File: src/common/irs_pkg.sv
// Shared constants and types of the two-wire register slave port.
package irs_pkg;

  // ****************************************************************
  // Timing
  // ****************************************************************
  localparam int CLK_PERIOD_NS   = 25;
  localparam int TIMEOUT_NS      = 32_800_000;
  localparam int TIMEOUT_CYC     = TIMEOUT_NS / CLK_PERIOD_NS;
  localparam int TIMEOUT_W       = 21;

  // ****************************************************************
  // Byte framing
  // ****************************************************************
  localparam logic [3:0] BIT_CNT_ZERO = 4'h0;
  localparam logic [3:0] BIT_CNT_BYTE = 4'h8;
  localparam logic [3:0] BIT_CNT_ACK  = 4'h9;
  localparam logic [4:0] HS_CODE_PREFIX = 5'h01;
  localparam int         HS_CODE_MSB    = 7;
  localparam int         HS_CODE_LSB    = 3;
  localparam int         RW_BIT         = 0;

  // ****************************************************************
  // Register access
  // ****************************************************************
  localparam int          PTR_W        = 8;
  localparam int          WORD_W       = 16;
  localparam logic [7:0]  PTR_RESET    = 8'h00;
  localparam logic [15:0] WORD_RESET   = 16'h0000;

  // Slave address chosen by the straps, index {low, mid, high}.
  localparam logic [6:0] SLAVE_ADDR_TABLE [8] = '{
    7'h61, 7'h2c, 7'h64, 7'h2e, 7'h62, 7'h2d, 7'h65, 7'h2f
  };

  typedef enum logic [1:0] {
    IRS_WPH_POINTER,
    IRS_WPH_HIGH,
    IRS_WPH_LOW
  } irs_wphase_t;

  typedef struct packed {
    logic [PTR_W-1:0]  index;
    logic [WORD_W-1:0] data;
  } irs_wr_req_t;

endpackage

File: src/core/irs_slave_port.sv
// Two-wire slave port giving word access to 16-bit registers via a pointer.
`timescale 1ns/1ps
module irs_slave_port
  import irs_pkg::*;
#(
  parameter int TIMEOUT_CYCLES = irs_pkg::TIMEOUT_CYC
) (
  input  wire logic                       sys_clk_i,
  input  wire logic                       reset_i,
  input  wire logic                       scl_i,
  output logic                            scl_o,
  output logic                            scl_oe_n_o,
  input  wire logic                       sda_i,
  output logic                            sda_o,
  output logic                            sda_oe_n_o,
  input  wire logic                       addr_strap_bit_low_i,
  input  wire logic                       addr_strap_bit_mid_i,
  input  wire logic                       addr_strap_bit_high_i,
  output logic [irs_pkg::PTR_W-1:0]       reg_index_o,
  output logic                            reg_wr_o,
  output irs_pkg::irs_wr_req_t            reg_wr_req_o,
  output logic                            reg_rd_o,
  input  wire logic [irs_pkg::WORD_W-1:0] reg_rdata_i,
  output logic                            hs_mode_o,
  output logic                            busy_o
);

  import irs_pkg::*;

  // ****************************************************************
  // Elaboration check
  // ****************************************************************
  if (TIMEOUT_CYCLES < 1 || TIMEOUT_CYCLES >= (1 << TIMEOUT_W))
  begin : g_bad_timeout
    $error("TIMEOUT_CYCLES does not fit the timeout counter");
  end

  localparam logic [TIMEOUT_W-1:0] TO_LIMIT = TIMEOUT_W'(TIMEOUT_CYCLES - 1);

  typedef enum logic [2:0] {
    ST_IDLE,
    ST_ADDR,
    ST_WRITE,
    ST_READ,
    ST_WAIT
  } irs_state_t;

  // ****************************************************************
  // Pin sampling
  // ****************************************************************
  logic scl_s;
  logic sda_s;
  logic strap_lo_s;
  logic strap_mid_s;
  logic strap_hi_s;

  // Sampling at 40 MHz leaves several samples per bit even in high-speed mode.
  irs_sync #(.RESET_VAL(1'b1)) u_sync_scl (
    .sys_clk_i (sys_clk_i),
    .reset_i   (reset_i),
    .async_i   (scl_i),
    .level_o   (scl_s)
  );

  irs_sync #(.RESET_VAL(1'b1)) u_sync_sda (
    .sys_clk_i (sys_clk_i),
    .reset_i   (reset_i),
    .async_i   (sda_i),
    .level_o   (sda_s)
  );

  irs_sync #(.RESET_VAL(1'b0)) u_sync_strap_lo (
    .sys_clk_i (sys_clk_i),
    .reset_i   (reset_i),
    .async_i   (addr_strap_bit_low_i),
    .level_o   (strap_lo_s)
  );

  irs_sync #(.RESET_VAL(1'b0)) u_sync_strap_mid (
    .sys_clk_i (sys_clk_i),
    .reset_i   (reset_i),
    .async_i   (addr_strap_bit_mid_i),
    .level_o   (strap_mid_s)
  );

  irs_sync #(.RESET_VAL(1'b0)) u_sync_strap_hi (
    .sys_clk_i (sys_clk_i),
    .reset_i   (reset_i),
    .async_i   (addr_strap_bit_high_i),
    .level_o   (strap_hi_s)
  );

  // ****************************************************************
  // Bus condition detection
  // ****************************************************************
  logic       scl_prev_q;
  logic       sda_prev_q;
  logic       scl_rise;
  logic       scl_fall;
  logic       start_det;
  logic       stop_det;
  logic [6:0] own_addr;

  always_ff @(posedge sys_clk_i)
  begin
    if (reset_i)
    begin
      scl_prev_q <= 1'b1;
      sda_prev_q <= 1'b1;
    end
    else
    begin
      scl_prev_q <= scl_s;
      sda_prev_q <= sda_s;
    end
  end

  assign scl_rise  = scl_s & ~scl_prev_q;
  assign scl_fall  = ~scl_s & scl_prev_q;
  assign start_det = scl_s & scl_prev_q & sda_prev_q & ~sda_s;
  assign stop_det  = scl_s & scl_prev_q & ~sda_prev_q & sda_s;
  assign own_addr  = SLAVE_ADDR_TABLE[{strap_lo_s, strap_mid_s, strap_hi_s}];

  // ****************************************************************
  // Protocol state
  // ****************************************************************
  irs_state_t           state_q;
  irs_wphase_t          wphase_q;
  logic [3:0]           bit_cnt_q;
  logic [7:0]           rx_shift_q;
  logic [7:0]           tx_shift_q;
  logic                 sda_drive_q;
  logic                 read_dir_q;
  logic                 low_sel_q;
  logic                 mack_q;
  logic [WORD_W-1:0]    frozen_q;
  logic [7:0]           high_hold_q;
  logic [PTR_W-1:0]     pointer_q;
  logic                 hs_mode_q;
  logic                 busy_q;
  logic [TIMEOUT_W-1:0] to_cnt_q;
  logic                 timeout;
  logic                 addr_match;
  logic                 hs_code;
  logic                 load_word;

  assign timeout    = busy_q & (to_cnt_q == TO_LIMIT);
  // A general call or ten-bit header can never equal a strap address.
  assign addr_match = (rx_shift_q[7:1] == own_addr);
  assign hs_code    = (rx_shift_q[HS_CODE_MSB:HS_CODE_LSB] == HS_CODE_PREFIX);
  // The word is fetched again whenever a high byte is about to go out.
  assign load_word  = scl_fall && (bit_cnt_q == BIT_CNT_ACK)
                      && (((state_q == ST_ADDR) && read_dir_q)
                      || ((state_q == ST_READ) && mack_q && low_sel_q));

  // Bus ownership and the stuck-line watchdog.
  always_ff @(posedge sys_clk_i)
  begin
    if (reset_i || stop_det || timeout)
    begin
      busy_q <= 1'b0;
    end
    else if (start_det)
    begin
      busy_q <= 1'b1;
    end
  end

  // Counting only inside a transaction keeps an idle, released bus quiet.
  always_ff @(posedge sys_clk_i)
  begin
    if (reset_i || !busy_q || (scl_s && sda_s) || start_det)
    begin
      to_cnt_q <= '0;
    end
    else if (!timeout)
    begin
      to_cnt_q <= to_cnt_q + TIMEOUT_W'(1);
    end
  end

  // High-speed settings last across repeated STARTs.
  always_ff @(posedge sys_clk_i)
  begin
    if (reset_i || stop_det || timeout)
    begin
      hs_mode_q <= 1'b0;
    end
    else if (scl_fall && (state_q == ST_ADDR) && (bit_cnt_q == BIT_CNT_BYTE) && hs_code)
    begin
      hs_mode_q <= 1'b1;
    end
  end

  // Bit counter and receive shifter, sampled on SCL rising edges.
  always_ff @(posedge sys_clk_i)
  begin
    if (reset_i || start_det)
    begin
      bit_cnt_q  <= BIT_CNT_ZERO;
      rx_shift_q <= 8'h00;
      mack_q     <= 1'b0;
    end
    else if (scl_rise && (state_q != ST_IDLE) && (state_q != ST_WAIT))
    begin
      bit_cnt_q <= bit_cnt_q + 4'h1;
      if (bit_cnt_q < BIT_CNT_BYTE)
      begin
        rx_shift_q <= {rx_shift_q[6:0], sda_s};
      end
      else if (state_q == ST_READ)
      begin
        mack_q <= ~sda_s;
      end
    end
    else if (scl_fall && (bit_cnt_q == BIT_CNT_ACK))
    begin
      bit_cnt_q <= BIT_CNT_ZERO;
    end
  end

  // Main sequencer, advancing on SCL falling edges.
  always_ff @(posedge sys_clk_i)
  begin
    if (reset_i || stop_det || timeout)
    begin
      state_q    <= ST_IDLE;
      read_dir_q <= 1'b0;
    end
    else if (start_det)
    begin
      state_q <= ST_ADDR;
    end
    else if (scl_fall)
    begin
      case (state_q)
        ST_ADDR:
        begin
          if (bit_cnt_q == BIT_CNT_BYTE)
          begin
            read_dir_q <= rx_shift_q[RW_BIT];
            if (hs_code || !addr_match)
            begin
              state_q <= ST_WAIT;
            end
          end
          else if (bit_cnt_q == BIT_CNT_ACK)
          begin
            state_q <= read_dir_q ? ST_READ : ST_WRITE;
          end
        end
        ST_READ:
        begin
          if ((bit_cnt_q == BIT_CNT_ACK) && !mack_q)
          begin
            state_q <= ST_WAIT;
          end
        end
        default:
        begin
          state_q <= state_q;
        end
      endcase
    end
  end

  // Open-drain data driver: only ever pulls low.
  always_ff @(posedge sys_clk_i)
  begin
    if (reset_i || start_det || stop_det || timeout)
    begin
      sda_drive_q <= 1'b0;
    end
    else if (scl_fall)
    begin
      case (state_q)
        ST_ADDR:
        begin
          if (bit_cnt_q == BIT_CNT_BYTE)
          begin
            sda_drive_q <= addr_match && !hs_code;
          end
          else if (bit_cnt_q == BIT_CNT_ACK)
          begin
            sda_drive_q <= read_dir_q && !reg_rdata_i[WORD_W-1];
          end
        end
        ST_WRITE:
        begin
          sda_drive_q <= (bit_cnt_q == BIT_CNT_BYTE);
        end
        ST_READ:
        begin
          if (bit_cnt_q == BIT_CNT_ACK)
          begin
            if (!mack_q)
            begin
              sda_drive_q <= 1'b0;
            end
            else if (low_sel_q)
            begin
              sda_drive_q <= !reg_rdata_i[WORD_W-1];
            end
            else
            begin
              sda_drive_q <= !frozen_q[7];
            end
          end
          else if (bit_cnt_q == BIT_CNT_BYTE)
          begin
            sda_drive_q <= 1'b0;
          end
          else
          begin
            sda_drive_q <= !tx_shift_q[6];
          end
        end
        default:
        begin
          sda_drive_q <= 1'b0;
        end
      endcase
    end
  end

  // Transmit shifter and frozen read word.
  always_ff @(posedge sys_clk_i)
  begin
    if (reset_i)
    begin
      tx_shift_q <= 8'h00;
      frozen_q   <= WORD_RESET;
      low_sel_q  <= 1'b0;
    end
    else if (load_word)
    begin
      frozen_q   <= reg_rdata_i;
      tx_shift_q <= reg_rdata_i[15:8];
      low_sel_q  <= 1'b0;
    end
    else if (scl_fall && (state_q == ST_READ))
    begin
      if ((bit_cnt_q == BIT_CNT_ACK) && mack_q)
      begin
        tx_shift_q <= frozen_q[7:0];
        low_sel_q  <= 1'b1;
      end
      else if (bit_cnt_q < BIT_CNT_BYTE)
      begin
        tx_shift_q <= {tx_shift_q[6:0], 1'b0};
      end
    end
  end

  // Write phases: pointer, then high byte held, then the whole word.
  always_ff @(posedge sys_clk_i)
  begin
    if (reset_i)
    begin
      wphase_q     <= IRS_WPH_POINTER;
      pointer_q    <= PTR_RESET;
      high_hold_q  <= 8'h00;
      reg_wr_o     <= 1'b0;
      reg_wr_req_o <= '0;
    end
    else
    begin
      reg_wr_o <= 1'b0;
      if (start_det)
      begin
        wphase_q <= IRS_WPH_POINTER;
      end
      else if (scl_fall && (state_q == ST_WRITE) && (bit_cnt_q == BIT_CNT_BYTE))
      begin
        case (wphase_q)
          IRS_WPH_POINTER:
          begin
            pointer_q <= rx_shift_q;
            wphase_q  <= IRS_WPH_HIGH;
          end
          IRS_WPH_HIGH:
          begin
            high_hold_q <= rx_shift_q;
            wphase_q    <= IRS_WPH_LOW;
          end
          IRS_WPH_LOW:
          begin
            reg_wr_o           <= 1'b1;
            reg_wr_req_o.index <= pointer_q;
            reg_wr_req_o.data  <= {high_hold_q, rx_shift_q};
            wphase_q           <= IRS_WPH_POINTER;
          end
          default:
          begin
            wphase_q <= IRS_WPH_POINTER;
          end
        endcase
      end
    end
  end

  // ****************************************************************
  // Outputs
  // ****************************************************************
  // The port never stretches the clock, so SCL is left released.
  assign scl_o       = 1'b0;
  assign scl_oe_n_o  = 1'b1;
  assign sda_o       = 1'b0;
  assign sda_oe_n_o  = ~sda_drive_q;
  assign reg_index_o = pointer_q;
  assign reg_rd_o    = load_word;
  assign hs_mode_o   = hs_mode_q;
  assign busy_o      = busy_q;

endmodule

File: src/core/irs_sync.sv
// Three-stage input synchroniser with agreement filter.
`timescale 1ns/1ps
module irs_sync #(
  parameter logic RESET_VAL = 1'b1
) (
  input  wire logic sys_clk_i,
  input  wire logic reset_i,
  input  wire logic async_i,
  output logic      level_o
);

  logic ff1_q;
  logic ff2_q;
  logic ff3_q;

  // The first stage feeds only the second stage.
  always_ff @(posedge sys_clk_i)
  begin
    if (reset_i)
    begin
      ff1_q <= RESET_VAL;
      ff2_q <= RESET_VAL;
      ff3_q <= RESET_VAL;
    end
    else
    begin
      ff1_q <= async_i;
      ff2_q <= ff1_q;
      ff3_q <= ff2_q;
    end
  end

  // A change is taken only once the second and third stages agree.
  always_ff @(posedge sys_clk_i)
  begin
    if (reset_i)
    begin
      level_o <= RESET_VAL;
    end
    else if (ff2_q == ff3_q)
    begin
      level_o <= ff3_q;
    end
  end

endmodule

File: config.mk
export PLATFORM = sky130hd
export DESIGN_NAME = irs_slave_port
export DESIGN_NICKNAME = d
export VERILOG_FILES = /design/src/common/irs_pkg.sv /design/src/core/irs_slave_port.sv /design/src/core/irs_sync.sv
export SDC_FILE = /design/constraint.sdc
export NUM_CORES = 1
export LEC_CHECK = 0
export ABC_AREA = 1
export BUFFER_PORTS_ARGS = -buffer_cell sky130_fd_sc_hd__buf_2
export CAP_MARGIN = 5
export CORE_ASPECT_RATIO = 1.25
export CORE_MARGIN = 2
export CORE_UTILIZATION = 39
export CTS_CLUSTER_DIAMETER = 120
export DETAILED_ROUTE_END_ITERATION = 8
export PLACE_DENSITY_LB_ADDON = 0.1
export SYNTH_ARGS = -nofsm -noshare
export SYNTH_HDL_FRONTEND = slang
export SYNTH_SLANG_ARGS = --single-unit
File: constraint.sdc
create_clock -name sys_clk_i -period 2.6 [get_ports sys_clk_i]
set_input_delay 0.13 -clock sys_clk_i [delete_from_list [all_inputs] [get_ports sys_clk_i]]
set_output_delay 0.13 -clock sys_clk_i [all_outputs]
set_load 0.02 [all_outputs]
# Yosys cells after proc, flatten, opt, wreduce, memory -nomap -nowiden
# Memory sizes are Yosys's and may differ from the RTL's.
# Cells that the tools add are included.
[word_totals]
inputBits = 23
register_bits = 122
out_inout_bits = 40
memories = 1
romBits = 56
wordCells = 168
[mem_list]
columns = ["name", "depth", "word_bits", "rd", "rd_ports_with_merged_regs", "write_ports", "line_no", "text"]
rows = [
  ["(no name shown)", 8, 7, 1, 0, 0, "irs_slave_port.sv:122", "assign own_addr = SLAVE_ADDR_TABLE[{strap_lo_s, strap_mid_s, strap_hi_s}];"],
]
[op_classes]
n_eq_ne = 22
n_reduce_logical = 58
add_sub_neg = 2
n_lt_le_gt_ge = 2
mux = 25
n_bitwise = 17
[op_table]
columns = ["op", "n"]
rows = [
  ["$mux W7", 6],
  ["$add A21 B1 Y21 const B", 1],
  ["$eq A21 B21 Y1 const B", 1],
  ["$logic_and A1 B1 Y1", 18],
  ["$mux W3", 4],
  ["$reduce_and A3 Y1", 4],
  ["$logic_or A1 B1 Y1", 10],
  ["$mux W1", 10],
  ["$reduce_and A5 Y1", 2],
  ["$ne A3 B3 Y1 const B", 3],
  ["$reduce_bool A3 Y1", 3],
  ["$and A1 B1 Y1", 8],
  ["$eq A4 B4 Y1 const B", 2],
  ["$mux W4", 2],
  ["$not A1 Y1", 8],
  ["$reduce_and A2 Y1", 4],
  ["$reduce_bool A2 Y1", 4],
  ["$eq A7 B7 Y1", 1],
  ["$logic_not A1 Y1", 7],
  ["$eq A3 B2 Y1 const B", 2],
  ["$pmux W3 S2", 1],
  ["$reduce_or A2 Y1", 3],
  ["$eq A1 B1 Y1", 5],
  ["$eq A5 B1 Y1 const B", 1],
  ["other kinds (16)", 16],
]

# Depth between registers and ports, before layout
# Gate-level depths: netlist (run 1).
[logic_depth]
word_depth = 12
mapped_depth = 13
ltp_nobuf = 13

# Hierarchy
# A second synthesis (run 1) with hierarchy kept.
[hier_totals]
hier_cells = 703
area_unflattened_um2 = 5273.8
[modules_own_cells]
columns = ["module", "area_each_um2", "n_inst", "cells_each", "seq_area_each_um2"]
rows = [
  ["irs_slave_port", 4652.0, 1, 634, 2042.0],
  ["irs_sync at u_sync_strap_hi ...", 121.4, 3, 13, 80.1],
  ["irs_sync at u_sync_scl ...", 128.9, 2, 15, 80.1],
]

# Least setup slack after synthesis (run 1)
# OpenSTA, ideal clock, no wires.
[synth_path]
path_kind = "reg-to-reg"
start = "register scl_prev_q"
end = "register frozen_q[0]"
period_less_slack_ns = 1.580
path_slack_ns = 1.020
stages_incl_launch_ff = 10
n_path_buf = 1
arrival_ns = 1.510
required_ns = 2.529
setup_ns = 0.071
path_cell_list = "dfxtp_1 -> inv_1 -> nor2_1 -> inv_1 -> nor2_1 -> nand2_1 -> inv_1 -> buf_2 -> nand2_1 -> a21oi_1"
[synth_between]
elab_chain_len = 3
[synth_lines]
columns = ["element", "line_no", "text"]
rows = [
  ["from (decl)", "irs_slave_port.sv:96", "logic scl_prev_q;"],
  ["from (signal assigned)", "irs_slave_port.sv:113", "scl_prev_q <= scl_s;"],
  ["$and A1 B1 Y1", "irs_slave_port.sv:119", "assign scl_fall = ~scl_s & scl_prev_q;"],
  ["$logic_and A1 B1 Y1", "irs_slave_port.sv:152", "assign load_word = scl_fall && (bit_cnt_q == BIT_CNT_ACK)"],
  ["$logic_and A1 B1 Y1", "irs_slave_port.sv:153", "&& (((state_q == ST_ADDR) && read_dir_q)"],
  ["named net reg_rd_o", "irs_slave_port.sv:22", "output logic reg_rd_o,"],
  ["to (signal assigned)", "irs_slave_port.sv:337", "frozen_q <= reg_rdata_i;"],
  ["to (decl)", "irs_slave_port.sv:136", "logic [WORD_W-1:0] frozen_q;"],
]
# The timed path passes the listed nets, and every way through them passes these cells.
# A chain may end at the register's enable or synchronous reset.

# Worst setup path after layout (run 1)
[layout_path]
start = "register scl_prev_q"
end = "output reg_rd_o"
[layout_between]
elab_chain_len = 3
[layout_lines]
columns = ["element", "line_no"]
rows = [
  ["$and A1 B1 Y1", "irs_slave_port.sv:119"],
  ["$logic_and A1 B1 Y1", "irs_slave_port.sv:152"],
  ["$logic_and A1 B1 Y1", "irs_slave_port.sv:153"],
  ["to (decl)", "irs_slave_port.sv:22"],
]
# No other way between the ends.

==> metrics, run 1 <==
status=complete, no violations; setup slack after layout=0.327 ns; synth unique cells=31; Post-Route M1 WL=5310 um; Fin Setup TNS=0 ns; clock latency on the worst-skew pair=0.41 ns; worst-path maximum fanout=13; sequential share of the synthesized area=0.480; Least-Margin Pin Slew=0.550 ns; CTS tree=yes; Cells after Synth=690; die width=106 um; EDFF count, synth=0; Synth top area share=0.480; largest net degree at the start of global routing=60; leading area contributor after synthesis=dfxtp_1; critical path data required time=2.47 ns; crit path to=reg_rd_o; Port-buffer cells=59; Tightest Hold Check Type=in2reg; drt drc=0; layout cell share with drive strength beyond 1=0.148; largest vdd supply drop=0.000338 V; WS Path Type=reg2out; syn_area_per_cell=7.37 sq um; gr ovfl total=0; routed wl met2=5810 um; WL met3=446 um; final WL=11,800 um; H-tree Lvls=4; io pins=63; most instantiated cells after synthesis=dfxtp_1, nand2_1, inv_1, a21oi_1, o21ai_0; top sig layer=met4; initial core utilization=0.400; crit start category=flop; Starting DRT DRC Count=213; row cnt=46; skew final=0.00517 ns; Core Footprint=0.0127 sq mm; crit path time final=2.27 ns; synth top area cells=dfxtp_1, a21oi_1, nand2_1; Clock Tree Buf Depth=2; Design Area, Final=0.00628 sq mm; worst hold start=reg_rdata_i[9]; die footprint=0.0140 sq mm; ys flop type=dfxtp_1; total iterations of the first detailed-routing run=5; r2r startpoint=scl_prev_q$_SDFF_PP1_; TritonCTS Buffers=17; vias in the first global route=4,283; Total Nets Final=794; Inserted Diodes=0; initial antenna violation count=0; fin crit share=0.874; vias=4,561; wire length of the first global-routing pass=19,800 um; pwr dens=709 mW/mm^2; GRT Total Usage=0.177; fmax=440 MHz; post-detail-place hpwl=8460 um; P&R area growth vs syn=23.6%; crit end category=output pin; final core occ=0.494; Slew HR=0.633; register bit count reported by yosys=122; Final Power=4.46 mW; top-count cell post-synth=dfxtp_1; YS warnings=0; Die Y=132 um; Final setup viols=0; RR Endpoint=reg_index_o[5]$_SDFFE_PP0P_; vias per cell=4.83; Placer Congestion=0.845; RSZ-0062 raised after global routing=no; Max Cap Viol=0; post-DR wirelength/cell=12.5 um; CP arrival=2.14 ns; Pleak=2.60 nW; Final ANT Viol Nets=0; Final Hold Viols=0; FFs w/ async S/R, synth=0; Netlist Area Pre-Place=0.00508 sq mm; R2R Setup Slk=0.53 ns; placed instance area=0.00551 sq mm; post-CTS sizing=0; Slew Viols, Final=0; Root Driver=clkbuf_16; R2R depth=7; worst setup path startpoint=scl_prev_q$_SDFF_PP1_; Reg clk slew, reported paths=0.06 ns; dpl ws=0.536 ns; clock sink count=122
logic make-up after synthesis:
kind of cell / count (synthesis) / share of synthesized area
and+or+nand+nor: 261 / 0.225
DFF: 122 / 0.480
other: 2 / 0.00148
AOI/OAI and AO/OA: 171 / 0.172
xor gates and xnor gates: 4 / 0.00689
buffers and inverters: 123 / 0.0972
adders and majority gates: 7 / 0.0172
layout make-up:
type	count	area (sq um)
flip-flops and latches	122	2440
multi-input cells	446	2150
fillers	1264	6430
inverters	98	368
well taps	168	210
clock buffers	18	439
repair buffers	79	480
clock inverters	13	193
cells in the final DEF (no fill, tap or decap), types with 4 or more instances in the layout:
cell,count
buf_2,59
clkinvlp_4,5
clkbuf_16,17
nand4_1,12
dfxtp_1,122
bufinv_16,4
a21oi_1,84
o21ai_1,10
inv_1,94
a211oi_1,4
nor3_1,13
o21ai_0,68
nand2_1,106
inv_2,4
nand2_2,4
or2_2,6
dlygate4sd3_1,14
ha_1,7
nor2_1,66
nand3_1,43
buf_4,6
worst max-delay path, cell delays in order, from the launching register on:
cell and delay [ns]:
dfxtp_1 0.35, inv_1 0.06, nor2_1 0.34, inv_1 0.16, nor2_1 0.18, nand2_1 0.09
inv_1 0.31, buf_2 0.24
where the power goes:
group	switching [mW]	internal, mW
clock network	0.860	1.63
logic	0.0457	0.0377
registers	0.00339	1.88
through the flow:
step,cells,hold slack (ns)
after floorplan,691,0.234
after global placement,899,0.320
after detailed placement,899,0.320
after CTS,944,0.000961
after global routing,944,0.0258
final,944,0.0184
per-layer routing:
layer,vias up,track usage
li1,2400,-
met1,2039,0.204
met3,24,0.0451
met5,-,0
met2,98,0.305
met4,0,0.0760
timing repair:
action | in CTS | in global routing
hold buffers | 14 | 0
endpoints found under the hold margin | 14 | 0
setup buffers | 0 | 0
how the worst min path moves through the flow:
stage | to | slack (ns) | cells after the start
after floorplan | u_sync_scl.ff1_q$_SDFF_PP1_ | 0.23 | 1
after global placement | u_sync_scl.ff1_q$_SDFF_PP1_ | 0.32 | 2
after detailed placement | u_sync_scl.ff1_q$_SDFF_PP1_ | 0.32 | 2
after CTS | tx_shift_q[1]$_SDFFE_PP0P_ | 0.001 | 5
after global routing | tx_shift_q[6]$_SDFFE_PP0P_ | 0.03 | 3
final | tx_shift_q[1]$_SDFFE_PP0P_ | 0.02 | 5
flip-flops by register name, indices dropped and copies added, names as in the netlist, 3 cells and up:
signal        count
reg_wr_req_o     24
reg_index_o       8
high_hold_q       8
tx_shift_q        7
frozen_q          8
state_q           3
rx_shift_q        8
to_cnt_q         21
bit_cnt_q         4
No activity file was read; power rests on OpenSTA's default activity.
==> run 2: changes to the inputs <==
--- a/config.mk
+++ b/config.mk
@@ -9,7 +9,7 @@
 export BUFFER_PORTS_ARGS = -buffer_cell sky130_fd_sc_hd__buf_2
 export CAP_MARGIN = 5
 export CORE_ASPECT_RATIO = 1.25
-export CORE_MARGIN = 2
+export CORE_MARGIN = 5
 export CORE_UTILIZATION = 39
 export CTS_CLUSTER_DIAMETER = 120
 export DETAILED_ROUTE_END_ITERATION = 8
==> metrics, run 2 (synthesized netlist as in run 1, its figures left out) <==
Die Y=138 um; wire length of the first global-routing pass=20,300 um; P&R area growth vs syn=23.9%; gr ovfl total=0; Core Footprint=0.0127 sq mm; largest net degree at the start of global routing=60; skew final=0.0111 ns; row cnt=46; die width=112 um; Final ANT Viol Nets=0; fmax=440 MHz; fin crit share=0.874; post-detail-place hpwl=8480 um; vias in the first global route=4,346; WHS=0.0303 ns; most frequent cells in the layout=dfxtp_1, nand2_1, inv_1; CTS tree=yes; max FFs per register=24; Fin Setup TNS=0 ns; Inserted Diodes=0; Reg clk slew, reported paths=0.05 ns; Total Nets Final=792; worst-path maximum fanout=13; vias per cell=4.80; vias=4,522; Slew HR=0.592; Least-Margin Pin Slew=0.608 ns; post-DR wirelength/cell=12.7 um; Placer Congestion=0.829; clock sink count=122; H-tree Lvls=4; TritonCTS Buffers=17; crit end category=output pin; WS Path Type=reg2out; GRT Total Usage=0.162; io pins=63; Top Registers=reg_wr_req_o: 24 flops, to_cnt_q: 21 flops; placed instance area=0.00550 sq mm; clock latency on the worst-skew pair=0.41 ns; most common cell after layout, fill and taps aside=dfxtp_1; Final Hold Viols=0; Clock Tree Buf Depth=2; Final setup viols=0; pwr dens=725 mW/mm^2; crit start category=flop; initial antenna violation count=0; RSZ-0062 raised after global routing=no; Placed Instances=897; post-route insts no fill=943; Starting DRT DRC Count=226; total iterations of the first detailed-routing run=5; final WL=11,900 um; Root Driver=clkbuf_16; Tightest Hold Check Type=in2reg; Slew Viols, Final=0; Max Cap Viol=0; die footprint=0.0154 sq mm; crit path time final=2.27 ns; critical path data required time=2.47 ns; Pleak=2.62 nW; final core occ=0.495; drt drc=0; initial core utilization=0.400; CP arrival=2.14 ns; largest vdd supply drop=0.000319 V; Port-buffer cells=59; Reg with most FFs=reg_wr_req_o; status=complete, no violations; Design Area, Final=0.00630 sq mm; layout cell share with drive strength beyond 1=0.146
-- run 2: cell types whose count changed in the layout (fill, tap and decap cells not counted), sizes merged --
| cell | delta |
|---|---|
| bufinv | +1 |
| clkbuf | +1 |
| inv | -2 |
| clkinvlp | -3 |
| clkinv | +4 |
| buf | -2 |
-- run 2: path summary, 6_finish.rpt --
path / start / endpoint / slack, ns / cells past startpoint
worst max-delay path: scl_prev_q$_SDFF_PP1_ / reg_rd_o / 0.33 / 7
worst min-delay path: reg_rdata_i[8] / tx_shift_q[0]$_SDFFE_PP0P_ / 0.03 / 5
worst max register to register: u_sync_scl.level_o$_SDFFE_PP1N_ / rx_shift_q[7]$_SDFFE_PP0P_ / 0.52 / 7
worst min register to register: u_sync_strap_lo.ff1_q$_SDFF_PP0_ / u_sync_strap_lo.ff2_q$_SDFF_PP0_ / 0.40 / 2
-- run 2: power by group --
part | switching, mW | internal, mW | total (mW)
logic | 0.0447 | 0.0377 | 0.0824
clock network | 0.865 | 1.74 | 2.60
registers | 0.00333 | 1.88 | 1.88
-- run 2: cell type report --
class,count,area [sq um]
repair buffers,77,465
multi-input cells,446,2150
inverters,98,368
clock inverters,13,218
flip-flops and latches,122,2440
fillers,1339,6420
well taps,168,210
clock buffers,19,443
-- run 2: routing by layer --
metal	vias to the layer above	part of all wire	wire length, um	global-route usage
li1	2393	-	-	-
met1	2043	0.46	5460	0.183
met2	72	0.49	5900	0.292
met3	14	0.035	418	0.0426
met4	0	0.012	146	0.0608
met5	-	0	0	0
-- run 2: worst max-delay path, cell delays in order (launching register included) --
cell     delay (ns)
dfxtp_1        0.34
inv_1          0.06
nor2_1         0.32
inv_1          0.15
nor2_1         0.21
nand2_1        0.10
inv_1          0.31
buf_2          0.24
-- run 2: metrics by stage --
stage	total power [mW]	setup slack [ns]
floorplan	1.97	1.02
global placement	1.99	0.611
detailed placement	1.99	0.553
CTS	4.63	0.283
global route	4.72	0.0801
finish	4.57	0.327
-- run 2: what timing repair did --
action                                 CTS  global route
resized for setup                        0             0
endpoints found under the hold margin   14             0
hold buffers                            14             0
buffers inserted                         0             0
